--- src/pdsm_map.vh ---
// constants for the program/data space mapper
`ifndef PDSM_MAP_VH
`define PDSM_MAP_VH
`define PDSM_OFF_CTRL      12'h000
`define PDSM_OFF_WIN_PAGE  12'h004
`define PDSM_OFF_TBL_PAGE  12'h008
`define PDSM_OFF_STATUS    12'h00C
`define PDSM_CTRL_WIN_EN   0
`define PDSM_STAT_BUSY     0
`define PDSM_STAT_TBL      1
`define PDSM_STAT_WIN      2
`define PDSM_PAGE_RST      8'h00
`define PDSM_CTRL_RST      1'b0
`define PDSM_Y_BASE_RST    16'h0800
`define PDSM_Y_END_RST     16'h1000
`define PDSM_RAM_END_RST   16'h2000
`define PDSM_XHALF_BASE    16'h8000
`define PDSM_WAIT_SHORT    2'd1
`define PDSM_WAIT_LONG     2'd2
`endif

--- src/pdsm_mapper.v ---
// program/data space mapper: table access, program window, x/y routing
`timescale 1ns/1ps
`include "pdsm_map.vh"
module pdsm_mapper #(
  parameter [15:0] Y_BASE  = `PDSM_Y_BASE_RST,
  parameter [15:0] Y_END   = `PDSM_Y_END_RST,
  parameter [15:0] RAM_END = `PDSM_RAM_END_RST
) (
  input  wire        clk_i,
  input  wire        rst_n_i,
  input  wire        ce_i,
  input  wire [31:0] haddr_i,
  input  wire [1:0]  htrans_i,
  input  wire        hwrite_i,
  input  wire [2:0]  hsize_i,
  input  wire        hsel_i,
  input  wire        hready_i,
  input  wire [31:0] hwdata_i,
  output reg  [31:0] hrdata_o,
  output reg         hreadyout_o,
  output reg         hresp_o,
  input  wire        req_valid_i,
  input  wire [2:0]  req_op_i,
  input  wire        req_byte_i,
  input  wire        req_mac_i,
  input  wire        req_short_i,
  input  wire [1:0]  req_rep_i,
  input  wire [15:0] x_addr_i,
  input  wire [15:0] y_addr_i,
  input  wire        y_valid_i,
  input  wire        x_bitrev_i,
  input  wire        x_modulo_i,
  input  wire        y_modulo_i,
  input  wire [15:0] wdata_i,
  input  wire [23:0] prog_rdata_i,
  input  wire [15:0] xram_rdata_i,
  input  wire [15:0] yram_rdata_i,
  output reg  [23:0] prog_addr_o,
  output reg         prog_rd_o,
  output reg         prog_wr_lo_o,
  output reg         prog_wr_hi_o,
  output reg  [15:0] prog_wdata_o,
  output reg  [15:0] xram_addr_o,
  output reg         xram_rd_o,
  output reg         xram_wr_o,
  output reg  [1:0]  xram_be_o,
  output reg  [15:0] xram_wdata_o,
  output reg         x_bitrev_o,
  output reg         x_modulo_o,
  output reg  [15:0] yram_addr_o,
  output reg         yram_rd_o,
  output reg         y_modulo_o,
  output reg  [15:0] x_rdata_o,
  output reg  [15:0] y_rdata_o,
  output reg  [1:0]  stall_o,
  output reg         rdata_valid_o
);
  // request opcodes
  localparam [2:0] OP_RD   = 3'd0;
  localparam [2:0] OP_WR   = 3'd1;
  localparam [2:0] OP_TRDL = 3'd2;
  localparam [2:0] OP_TRDH = 3'd3;
  localparam [2:0] OP_TWTL = 3'd4;
  localparam [2:0] OP_TWTH = 3'd5;
  localparam [2:0] OP_ACCW = 3'd6;
  // repeat position
  localparam [1:0] REP_NONE = 2'd0;
  localparam [1:0] REP_EDGE = 2'd1;
  localparam [1:0] REP_MID  = 2'd2;
  // read-return lane selectors
  localparam [2:0] SEL_RAM  = 3'd0;
  localparam [2:0] SEL_WIN  = 3'd1;
  localparam [2:0] SEL_TLO  = 3'd2;
  localparam [2:0] SEL_THI  = 3'd3;
  localparam [2:0] SEL_ZERO = 3'd4;

  reg        win_en_q;
  reg [7:0]  win_page_q;
  reg [7:0]  tbl_page_q;
  reg        tbl_busy_q;
  reg        last_win_q;
  reg        last_tbl_q;
  reg [2:0]  sel_q;
  reg        byte_q;
  reg        bsel_q;
  reg        ybad_q;
  reg        yrd_q;
  reg        bus_ph_q;
  reg        bus_wr_q;
  reg [11:0] bus_addr_q;

  function in_y;
    input [15:0] a;
    begin
      in_y = (a >= Y_BASE) && (a < Y_END);
    end
  endfunction

  function implemented;
    input [15:0] a;
    begin
      implemented = a < RAM_END;
    end
  endfunction

  // register slots, shared by the write and the read decode
  localparam [2:0] SLOT_NONE = 3'd0;
  localparam [2:0] SLOT_CTRL = 3'd1;
  localparam [2:0] SLOT_WPG  = 3'd2;
  localparam [2:0] SLOT_TPG  = 3'd3;
  localparam [2:0] SLOT_STAT = 3'd4;

  function [2:0] reg_slot;
    input [11:0] a;
    begin
      case (a & 12'hFFC)
        `PDSM_OFF_CTRL:     reg_slot = SLOT_CTRL;
        `PDSM_OFF_WIN_PAGE: reg_slot = SLOT_WPG;
        `PDSM_OFF_TBL_PAGE: reg_slot = SLOT_TPG;
        `PDSM_OFF_STATUS:   reg_slot = SLOT_STAT;
        default:            reg_slot = SLOT_NONE;
      endcase
    end
  endfunction

  wire is_tbl   = req_valid_i && (req_op_i >= OP_TRDL) && (req_op_i <= OP_TWTH);
  // window gated by table traffic in this cycle or held busy
  wire win_hit  = req_valid_i && !is_tbl && !tbl_busy_q && win_en_q
                  && x_addr_i[15] && (req_op_i == OP_RD || req_op_i == OP_WR);
  wire is_write = req_valid_i && (req_op_i == OP_WR || req_op_i == OP_ACCW);
  // mac x reads cannot reach y space; mac writes can
  wire x_bad    = req_mac_i && !is_write && in_y(x_addr_i);
  wire y_bad    = !in_y(y_addr_i);
  wire bus_go   = hsel_i && hready_i && htrans_i[1];

  reg [1:0]  stall_d;
  reg [15:0] ret;
  reg [7:0]  bret;
  wire [1:0]  lane_be;
  wire [15:0] lane_wdata;

  // byte lanes of the x write bus
  genvar g;
  generate
    for (g = 0; g < 2; g = g + 1) begin : g_lane
      // a byte write lands only on the lane its address lsb picks
      assign lane_be[g] = !req_byte_i || (x_addr_i[0] == (g == 1));
      assign lane_wdata[8*g +: 8] = req_byte_i ? wdata_i[7:0] : wdata_i[8*g +: 8];
    end
  endgenerate

  always @* begin
    stall_d = 2'd0;
    if (win_hit) begin
      case (req_rep_i)
        REP_NONE: stall_d = req_short_i ? `PDSM_WAIT_SHORT : `PDSM_WAIT_LONG;
        REP_EDGE: stall_d = `PDSM_WAIT_LONG;
        REP_MID:  stall_d = 2'd0;
        default:  stall_d = `PDSM_WAIT_LONG;
      endcase
    end
  end

  // return data built from this cycle's memory answers, picked by last cycle's request
  always @* begin
    ret = 16'h0000;
    case (sel_q)
      SEL_RAM:  ret = xram_rdata_i;
      SEL_WIN:  ret = prog_rdata_i[15:0];
      SEL_TLO:  ret = prog_rdata_i[15:0];
      SEL_THI:  ret = {8'h00, prog_rdata_i[23:16]};
      SEL_ZERO: ret = 16'h0000;
      default:  ret = 16'h0000;
    endcase
    bret = bsel_q ? ret[15:8] : ret[7:0];
    if (sel_q == SEL_THI)
      bret = bsel_q ? 8'h00 : prog_rdata_i[23:16];
  end

  // register slave: zero wait states, always okay
  always @(posedge clk_i) begin
    if (!rst_n_i) begin
      bus_ph_q    <= 1'b0;
      bus_wr_q    <= 1'b0;
      bus_addr_q  <= 12'h000;
      hrdata_o    <= 32'h0000_0000;
      hreadyout_o <= 1'b1;
      hresp_o     <= 1'b0;
    end else if (ce_i) begin
      hresp_o     <= 1'b0;
      hreadyout_o <= 1'b1;
      bus_ph_q    <= bus_go;
      if (bus_go) begin
        bus_wr_q   <= hwrite_i;
        bus_addr_q <= haddr_i[11:0];
      end
      if (bus_go && !hwrite_i) begin
        case (reg_slot(haddr_i[11:0]))
          SLOT_CTRL: hrdata_o <= {31'h0, win_en_q};
          SLOT_WPG:  hrdata_o <= {24'h0, win_page_q};
          SLOT_TPG:  hrdata_o <= {24'h0, tbl_page_q};
          SLOT_STAT: hrdata_o <= {29'h0, last_win_q, last_tbl_q, tbl_busy_q};
          default:   hrdata_o <= 32'h0000_0000;
        endcase
      end
    end
  end

  // software registers, written in the data phase
  always @(posedge clk_i) begin
    if (!rst_n_i) begin
      win_en_q   <= `PDSM_CTRL_RST;
      win_page_q <= `PDSM_PAGE_RST;
      tbl_page_q <= `PDSM_PAGE_RST;
    end else if (ce_i) begin
      if (bus_ph_q && bus_wr_q) begin
        case (reg_slot(bus_addr_q))
          SLOT_CTRL: win_en_q   <= hwdata_i[`PDSM_CTRL_WIN_EN];
          SLOT_WPG:  win_page_q <= hwdata_i[7:0];
          SLOT_TPG:  tbl_page_q <= hwdata_i[7:0];
          default:   ;
        endcase
      end
    end
  end

  // request history and window stall
  always @(posedge clk_i) begin
    if (!rst_n_i) begin
      tbl_busy_q <= 1'b0;
      last_win_q <= 1'b0;
      last_tbl_q <= 1'b0;
      stall_o    <= 2'd0;
    end else if (ce_i) begin
      tbl_busy_q <= is_tbl;
      if (req_valid_i) begin
        last_win_q <= win_hit;
        last_tbl_q <= is_tbl;
      end
      stall_o <= stall_d;
    end
  end

  // program port
  always @(posedge clk_i) begin
    if (!rst_n_i) begin
      prog_addr_o  <= 24'h000000;
      prog_rd_o    <= 1'b0;
      prog_wr_lo_o <= 1'b0;
      prog_wr_hi_o <= 1'b0;
      prog_wdata_o <= 16'h0000;
    end else if (ce_i) begin
      prog_rd_o    <= 1'b0;
      prog_wr_lo_o <= 1'b0;
      prog_wr_hi_o <= 1'b0;
      prog_wdata_o <= wdata_i;
      if (is_tbl) begin
        // page bit 7 becomes address bit 23: configuration space
        prog_addr_o  <= {tbl_page_q, x_addr_i};
        prog_rd_o    <= (req_op_i == OP_TRDL) || (req_op_i == OP_TRDH);
        prog_wr_lo_o <= (req_op_i == OP_TWTL);
        prog_wr_hi_o <= (req_op_i == OP_TWTH);
      end else if (win_hit) begin
        prog_addr_o <= {1'b0, win_page_q, x_addr_i[14:0]};
        prog_rd_o   <= (req_op_i == OP_RD);
      end
    end
  end

  // x bus: writes below RAM_END that miss the window go here, combined space for write-back
  always @(posedge clk_i) begin
    if (!rst_n_i) begin
      xram_addr_o  <= 16'h0000;
      xram_rd_o    <= 1'b0;
      xram_wr_o    <= 1'b0;
      xram_be_o    <= 2'b00;
      xram_wdata_o <= 16'h0000;
      x_bitrev_o   <= 1'b0;
      x_modulo_o   <= 1'b0;
    end else if (ce_i) begin
      xram_addr_o  <= {x_addr_i[15:1], 1'b0};
      xram_wdata_o <= lane_wdata;
      xram_be_o    <= lane_be;
      xram_wr_o    <= is_write && !win_hit && implemented(x_addr_i);
      xram_rd_o    <= req_valid_i && req_op_i == OP_RD && !win_hit && !x_bad
                      && implemented(x_addr_i);
      x_bitrev_o   <= x_bitrev_i && is_write && req_op_i == OP_WR && !in_y(x_addr_i);
      x_modulo_o   <= x_modulo_i && req_valid_i;
    end
  end

  // y bus: read only, mac only
  always @(posedge clk_i) begin
    if (!rst_n_i) begin
      yram_addr_o <= 16'h0000;
      yram_rd_o   <= 1'b0;
      y_modulo_o  <= 1'b0;
      yrd_q       <= 1'b0;
      ybad_q      <= 1'b0;
    end else if (ce_i) begin
      yram_addr_o <= {y_addr_i[15:1], 1'b0};
      yram_rd_o   <= req_valid_i && req_mac_i && y_valid_i && !y_bad;
      y_modulo_o  <= y_modulo_i && req_valid_i && req_mac_i && y_valid_i;
      yrd_q       <= req_valid_i && req_mac_i && y_valid_i;
      ybad_q      <= y_bad;
    end
  end

  // answer one cycle after the memories are addressed
  always @(posedge clk_i) begin
    if (!rst_n_i) begin
      sel_q         <= SEL_ZERO;
      byte_q        <= 1'b0;
      bsel_q        <= 1'b0;
      x_rdata_o     <= 16'h0000;
      y_rdata_o     <= 16'h0000;
      rdata_valid_o <= 1'b0;
    end else if (ce_i) begin
      // a byte flag left on an idle request must not raise the answer strobe
      byte_q <= req_valid_i && req_byte_i;
      bsel_q <= x_addr_i[0];
      if (!req_valid_i)
        sel_q <= SEL_ZERO;
      else if (req_op_i == OP_TRDL)
        sel_q <= SEL_TLO;
      else if (req_op_i == OP_TRDH)
        sel_q <= SEL_THI;
      else if (win_hit)
        sel_q <= SEL_WIN;
      else if (x_bad || !implemented(x_addr_i))
        sel_q <= SEL_ZERO;
      else
        sel_q <= SEL_RAM;

      rdata_valid_o <= sel_q != SEL_ZERO || byte_q || yrd_q;
      x_rdata_o     <= byte_q ? {8'h00, bret} : ret;
      y_rdata_o     <= (yrd_q && !ybad_q) ? yram_rdata_i : 16'h0000;
    end
  end
endmodule

--- config.mk ---
export PLATFORM = sky130hd
export DESIGN_NAME = pdsm_mapper
export DESIGN_NICKNAME = d
export VERILOG_FILES = /design/src/pdsm_mapper.v
export VERILOG_INCLUDE_DIRS = /design/src
export SDC_FILE = /design/constraint.sdc
export NUM_CORES = 1
export LEC_CHECK = 0
export ABC_AREA = 1
export ABC_CLOCK_PERIOD_IN_PS = 1900
export BUFFER_PORTS_ARGS = -buffer_cell sky130_fd_sc_hd__buf_2
export CORE_AREA = 2 2 139 141
export CTS_BUF_LIST = sky130_fd_sc_hd__clkbuf_4
export CTS_CLUSTER_SIZE = 16
export DETAILED_ROUTE_END_ITERATION = 7
export DIE_AREA = 0 0 141 143
export PLACE_DENSITY = 0.71
export SLEW_MARGIN = 20
export SYNTH_ARGS = -nofsm -noshare
export SYNTH_HDL_FRONTEND = slang
export SYNTH_SLANG_ARGS = --single-unit
--- constraint.sdc ---
create_clock -name clk_i -period 1.9 [get_ports clk_i]
set_input_delay 0.38 -clock clk_i [delete_from_list [all_inputs] [get_ports clk_i]]
set_output_delay 0.38 -clock clk_i [all_outputs]
set_load 0.02 [all_outputs]
Word-level counts from Yosys, hierarchy flattened
Index checks and enable logic that the tools add are counted.
- flip-flop bits (word level): 205
- output and inout bits: 168
- logic and storage cells: 163
- $lt $le $gt $ge: 7
- reduce and logical (&&, ||, !) cells: 67
- equal/unequal tests: 24
- muxes and demuxes: 30
- bitwise gates (word level): 1
- operator list (kind ; number):
    $mux 24 ; 2
    $pmux 16 s3 ; 1
    $eq 10x2->1 const B ; 4
    $logic_and 1x1->1 ; 34
    $mux 3 ; 11
    $ge 16x12->1 const B ; 2
    $lt 16x13->1 const B ; 2
    $mux 16 ; 2
    $mux 8 ; 4
    $pmux 8 s4 ; 1
    $eq 3x2->1 const B ; 8
    $logic_not 12->1 ; 2
    $pmux 3 s4 ; 2
    $eq 10x1->1 const B ; 2
    $lt 16x14->1 const B ; 1
    $eq 3x1->1 const B ; 4
    $eq 3x3->1 const B ; 4
    $logic_not 1->1 ; 11
    $reduce_and 3->1 ; 3
    $logic_or 1x1->1 ; 8
    $reduce_and 2->1 ; 4
    $logic_not 3->1 ; 2
    $mux 1 ; 4
    $mux 2 ; 2
    9 further kinds ; 9

Longest topological paths before layout
Gate-level depths: netlist (run 1).
- depth in word-level cells: 13
- gate-level depth with buffers: 10
- depth with buffers taken out: 10

Least setup slack after synthesis (run 1)
Ideal clock, no wire load.
- path kind: input -> register
- from: input req_op_i[2]
- to: register prog_addr_o[15]
- stages: 9
- data arrival time: 1.255 ns
- slack: 0.532 ns
- library setup time: 0.113 ns
- cell sequence: nor2_2 -> inv_2 -> nand3_2 -> nor2_4 -> nor2_8 -> inv_8 -> buf_6 -> nor2_1 -> nor2_1
- longest elaborated chain between the ends: 11
- elaborated cells on any way between the ends: 16
- classes of those cells: order compare (2); eq/ne (1); mux (1); reduce/logical (12)
- ends and longest elaborated chain (element ; line ; RTL):
    start, declared ; pdsm_mapper.v:23 ; input wire [2:0] req_op_i,
    $ge 3x2->1 ; pdsm_mapper.v:126 ; wire is_tbl = req_valid_i && (req_op_i >= OP_TRDL) && (req_op_i <= OP_TWTH);
    $logic_and 1x1->1 (2 in a row) ; pdsm_mapper.v:126 ;
    $logic_not 1->1 ; pdsm_mapper.v:128 ; wire win_hit = req_valid_i && !is_tbl && !tbl_busy_q && win_en_q
    $logic_and 1x1->1 (3 in a row) ; pdsm_mapper.v:128 ;
    $logic_and 1x1->1 (2 in a row) ; pdsm_mapper.v:129 ; && x_addr_i[15] && (req_op_i == OP_RD || req_op_i == OP_WR);
    $reduce_bool 2->1 (no line) ; n/a ;
    $reduce_and 2->1 (no line) ; n/a ;
    end signal, assigned ; pdsm_mapper.v:259 ; prog_addr_o <= {tbl_page_q, x_addr_i};
    end signal, assigned ; pdsm_mapper.v:264 ; prog_addr_o <= {1'b0, win_page_q, x_addr_i[14:0]};
    end, declared ; pdsm_mapper.v:38 ; output reg [23:0] prog_addr_o,
Parallel ways exist; a longest one is shown, timed or not.
A chain may end at the register's enable or synchronous reset.

Worst setup path after layout (run 1)
- from: input haddr_i[9]
- to: register hrdata_o[0]
- longest elaborated chain between the ends: 7
- elaborated cells on any way between the ends: 13
- classes of those cells: eq/ne (7); mux (5); reduce/logical (1)
- ends and longest elaborated chain (element ; line ; RTL):
    start, declared ; pdsm_mapper.v:12 ; input wire [31:0] haddr_i,
    $eq 10x2->1 (tied with other cells) ; pdsm_mapper.v:116 ; case (a & 12'hFFC)
    $pmux 3 s4 (*) ; pdsm_mapper.v:116 ;
    $mux 3 (*) ; pdsm_mapper.v:197 ; if (bus_go && !hwrite_i) begin
    $mux 3 (*) ; pdsm_mapper.v:189 ; end else if (ce_i) begin
    $mux 3 (*) ; pdsm_mapper.v:182 ; if (!rst_n_i) begin
    $eq 3x3->1 (tied with other cells) ; pdsm_mapper.v:198 ; case (reg_slot(haddr_i[11:0]))
    $pmux 8 s4 (*) ; pdsm_mapper.v:198 ;
    end signal, assigned ; pdsm_mapper.v:199 ; SLOT_CTRL: hrdata_o <= {31'h0, win_en_q};
    end signal, assigned ; pdsm_mapper.v:200 ; SLOT_WPG: hrdata_o <= {24'h0, win_page_q};
    end signal, assigned ; pdsm_mapper.v:201 ; SLOT_TPG: hrdata_o <= {24'h0, tbl_page_q};
    end, declared ; pdsm_mapper.v:19 ; output reg [31:0] hrdata_o,
Mark *: on every way between the ends. The rest lies on a longest branch, timed or not. The select of a mux whose other input is x is not followed.

==> results of run 1 <==
layer usage:
layer / global-route usage / routed length (µm) / part of all wire
met5: 0 / 0 / 0
met4: 0.0895 / 690 / 0.030
met3: 0.0516 / 1630 / 0.070
met2: 0.377 / 11100 / 0.47
met1: 0.282 / 9940 / 0.43
per-stage QoR:
stage | hold slack, ps | instances | util | cell area (µm²) | total power [µW]
floorplan | 444 | 1076 | - | 7660 | 4630
global placement | 450 | 1517 | 0.484 | 8990 | 5020
detailed placement | 455 | 1517 | 0.484 | 8990 | 5030
CTS | 1.37 | 1587 | 0.519 | 9630 | 7090
global route | 2.26 | 1592 | 0.520 | 9670 | 7370
finish | 46.1 | 1593 | 0.521 | 9670 | 7030
worst min path at each step:
stage | slack (ps) | end | cells past startpoint
after global placement | 450 | x_rdata_o[3]$_SDFFE_PN0P_ | 2
after CTS | 1 | xram_wdata_o[14]$_SDFFE_PN0P_ | 3
after floorplan | 440 | last_tbl_q$_SDFFE_PN0P_ | 2
after global routing | 2 | y_rdata_o[0]$_SDFFE_PN0P_ | 3
after detailed placement | 460 | x_modulo_o$_SDFFE_PN0P_ | 2
final | 50 | tbl_page_q[2]$_SDFFE_PN0P_ | 3
cells in the mapped netlist (13+ instances only):
master,instances
clkbuf_1,41
inv_2,23
dfxtp_1,171
nand2_1,203
o21ai_1,25
o21ai_0,103
inv_1,38
a21oi_1,96
buf_4,41
nor2_2,13
nand3_1,71
nor2_1,146
nand4_1,26
layout by cell type (no fill, tap or decap), types with 6 or more instances in the layout:
| cell | synthesis | routed |
|---|---|---|
| inv_1 | 38 | 38 |
| buf_4 | 41 | 21 |
| nand4_1 | 26 | 26 |
| buf_2 | 10 | 279 |
| inv_2 | 23 | 23 |
| dlygate4sd3_1 | 0 | 41 |
| nor2_1 | 146 | 146 |
| nor2_2 | 13 | 13 |
| o21ai_1 | 25 | 25 |
| nand3_1 | 71 | 71 |
| nand2_1 | 203 | 203 |
| dfxtp_1 | 171 | 171 |
| clkbuf_4 | 0 | 17 |
| conb_1 | 2 | 28 |
| inv_8 | 1 | 6 |
| a21oi_1 | 96 | 96 |
| o21ai_0 | 103 | 103 |
| a31oi_1 | 10 | 10 |
flip-flops by register name, indices dropped and copies added, names as in the netlist, 2 cells and up:
register	cells
bus_addr_q	10
hrdata_o	8
prog_addr_o	24
prog_wdata_o	16
sel_q	3
stall_o	2
tbl_page_q	8
win_page_q	8
x_rdata_o	16
xram_addr_o	15
xram_be_o	2
xram_wdata_o	8
y_rdata_o	16
yram_addr_o	15
critical path: stages:
cell and delay [ps]:
dlygate4sd3_1 530, buf_2 120, inv_1 60, nand3_1 210, nor2_2 390, nand3_1 110, nand2_1 90, o21ai_1 100
a21oi_1 160
final cells by class:
type	instances	area [µm²]
Antenna cell	3	7.51
Clock buffer	17	128
Clock inverter	15	131
Fill cell	1861	8910
Inverter	62	240
Multi-Input combinational cell	748	3440
Sequential cell	171	3420
Tap cell	234	293
Timing Repair Buffer	343	2000
report_power, final:
part | leakage [µW] | switching, µW | total, µW | internal, µW
Combinational | 0.00304 | 774 | 1210 | 432
Sequential | 0.00140 | 77.7 | 3820 | 3740
Clock | 0.000138 | 1430 | 2000 | 570
Total | 0.00458 | 2280 | 7030 | 4750
logic make-up after synthesis:
logic type,count (synthesis),synth area share
and+or+nand+nor,478,0.276
AOI/OAI and AO/OA,242,0.165
DFF,171,0.453
buffers and inverters,157,0.105
other,2,0.000993
==> impl_metrics.ini, run 1 <==
[run_status]
status = completed

[worst_setup_path]
r2r_slack_ps = 320
r2r_end = prog_addr_o[12]$_SDFFE_PN0P_
arrival_ps = 2140
crit_end = hrdata_o[0]$_SDFFE_PN0P_
required_ps = 2430
path_max_fanout = 8
crit_path_end_kind = register
start_kind = primary input
ff2ff_path_depth = 8
reg2reg_from = win_en_q$_SDFFE_PN0P_
path_class = primary input to register
worstSetupStartpoint = haddr_i[9]

[logic_synthesis]
ys_warn_count = 0
synth_ff_type = dfxtp_1
synth_cell_type_count = 32
synth_top_area_cell = dfxtp_1
synth.ff_latch_count = 171
synth_area_leaders = dfxtp_1 (45%), nand2_1 (10%), nor2_1 (7.2%)
netlist_instances = 1050
synth_top_cell_area_share = 0.453
avgSynthCellArea_um2 = 7.20
synth_edf_count = 0
ys_seq_area_frac = 0.453
synth_area_um2 = 7560
async_flop_share = 0

[power_and_ir_drop]
power_density_nw_per_um2 = 726
ir_drop_uv = 468
p_leak_uw = 0.00458

[final_layout]
syn2layout_area_growth_pct = 27.9
drive_above_1_share = 0.285
fin_nets = 1535

[floorplan]
core_area_um2 = 18600
die_width_um = 141
die_h_um = 143
dieArea_um2 = 20200
num_rows = 50
ioPinCount = 360
initial_utilization = 0.407

[flow_run]
cap_violations = 0

[cts]
clockRootBuffer = clkbuf_4
cts_buffer_depth = 2
cts-resized-gates = 0
clk_latency_ps = 580
htreeDepth = 4
post_cts_buffers = 0
cts_tree = yes
clock_sinks = 171
ctsHoldBuffers = 38
cts_buffers = 17
clk_pin_slew_ps = 160

[timing]
maxSlewViolCount = 0
worst_slack_ps = 284
finalCriticalPeriod_ps = 1620
maxSlewHeadroom = 0.604
grt_setup_unrepaired = false
skew_ps = 24.1
finalSetupTns_ps = 0
finalCritPeriodShare = 0.850
finalHoldViolCount = 0
setup_viol = 0
max_freq_mhz = 619
worst_pin_slew_ps = 593

[detailed_routing]
routed_wl_um = 23300
wl_per_cell_um = 14.6
ant_nets = 0
num_vias = 8015
drt_iter0_markers = 522
vias_per_cell = 5.03
drt_pass1_iterations = 5
drc = 0

[global_routing]
grt_pass1_wl_um = 36200
grt_pass1_vias = 7210
grt_usage = 0.225
grt-ovfl-total = 0
grt_max_degree = 70
antenna_found_initial = 2

[place]
dp_slack_ps = 40.0
dp_hpwl_um = 16500
port-buffer-count = 280
place_congestion = 0.880

[hold_path]
hold_class = primary input to register
min_from = hwdata_i[2]
(Power assumes the default switching activity.)
==> run 2, diff against run 1 <==
CORE_AREA = 4 4 137 139   (was 2 2 139 141)
PLACE_DENSITY = 0.75   (was 0.71)
==> impl_metrics.ini, run 2 (synthesized netlist as in run 1, its figures left out) <==
[timing]
maxSlewViolCount = 0
worst_pin_slew_ps = 530
skew_ps = 19.2
maxSlewHeadroom = 0.646
setup_viol = 0
finalCritPeriodShare = 0.883
max_freq_mhz = 596
finalHoldViolCount = 0
worst_slack_ps = 221
finalSetupTns_ps = 0
whs_ps = 55.5
grt_setup_unrepaired = false
finalCriticalPeriod_ps = 1680

[global_routing]
use_met1 = 0.278
grt_pass1_vias = 7167
grt-ovfl-total = 0
use_met3 = 0.0482
antenna_found_initial = 2
grt_pass1_wl_um = 36000
gr-max-usage-layer = met2
grt_max_degree = 110
met2_usage = 0.378
grt_usage = 0.221

[cts]
clk_pin_slew_ps = 150
htreeDepth = 4
clk_latency_ps = 550
clockRootBuffer = clkbuf_4
cts_buffers = 17
cts-resized-gates = 0
ctsHoldBuffers = 11
clock_sinks = 171
cts_tree = yes
post_cts_buffers = 0
cts_buffer_depth = 2

[flow_run]
cap_violations = 0

[worst_setup_path]
path_class = register to register
worstSetupStartpoint = bus_addr_q[7]$_SDFFE_PN0P_
reg2reg_from = bus_addr_q[7]$_SDFFE_PN0P_
required_ps = 2370
arrival_ps = 2150
crit_path_end_kind = register
start_kind = register
path_max_fanout = 9

[final_layout]
largest_reg_flops = 24
fin_cells = 1561
fin_nets = 1509
drive_above_1_share = 0.293
layout_common_cells = buf_2 (279), nand2_1 (203), dfxtp_1 (171)
syn2layout_area_growth_pct = 24.9
top_register = prog_addr_o
layout_commonest_cell = buf_2

[detailed_routing]
drc = 0
num_vias = 7837
wl_per_cell_um = 15.2
drt_pass1_iterations = 5
routed_wl_um = 23700
drt_iter0_markers = 510
vias_per_cell = 5.02
ant_nets = 0

[power_and_ir_drop]
p_leak_uw = 0.00450
p_seq_frac = 0.532
power_density_nw_per_um2 = 759
pwr-share-clk = 0.304
ir_drop_uv = 535
p_sw_uw = 2210
p_sw_frac = 0.308
intPower_uw = 4970
comb_power_share = 0.164

[place]
dp_hpwl_um = 17100
dp_slack_ps = 47.7
placedCellCount = 1515
place_congestion = 0.918
port-buffer-count = 280

[hold_path]
min_from = y_addr_i[3]
hold_class = primary input to register

[floorplan]
die_h_um = 143
die_width_um = 141
ioPinCount = 360
initial_utilization = 0.428
num_rows = 49
core_area_um2 = 17700
dieArea_um2 = 20200

[run_status]
status = completed
## run 2: per-stage QoR
stage / power, µW / utilization / cell area, µm²
after global routing: 7520 / 0.535 / 9450
after CTS: 7250 / 0.534 / 9440
after global placement: 5030 / 0.512 / 9040
final: 7180 / 0.535 / 9450
after detailed placement: 5050 / 0.512 / 9040
after floorplan: 4630 / - / 7660
## run 2: worst paths after layout
kind,to,slack [ps],depth (start not counted)
max,tbl_page_q[7]$_SDFFE_PN0P_,220,7
min,yram_addr_o[3]$_SDFFE_PN0P_,60,3
max reg2reg,tbl_page_q[7]$_SDFFE_PN0P_,220,7
min reg2reg,yram_rd_o$_SDFFE_PN0P_,470,2
## run 2: worst max-delay path: stages, from the launching register on
cell,delay (ps)
dfxtp_1,340
nor2_1,110
nand2_1,100
nor4_1,280
nand3_2,290
inv_2,220
nand2_1,90
a21oi_1,160
## run 2: power by group through the flow
| stage | Sequential (µW) | Clock, µW | Combinational [µW] |
|---|---|---|---|
| after floorplan | 4070 | 0 | 565 |
| after global placement | 3890 | 0 | 1140 |
| after detailed placement | 3900 | 0 | 1150 |
| after CTS | 3820 | 2250 | 1170 |
| after global routing | 3840 | 2400 | 1280 |
| final | 3820 | 2180 | 1180 |
## run 2: routing by layer
layer	part of all wire	vias to the layer above
met2	0.49	297
li1	-	3944
met4	0.022	2
met5	0.00030	-
met3	0.068	47
met1	0.42	3547
## run 2: final cells by class
class	instances	area, µm²
inverters	62	240
clock buffers	18	135
multi-input cells	748	3440
clock inverters	14	155
well taps	229	287
repair buffers	317	1760
diodes	2	5.00
flip-flops and latches	171	3420
fillers	1716	8210
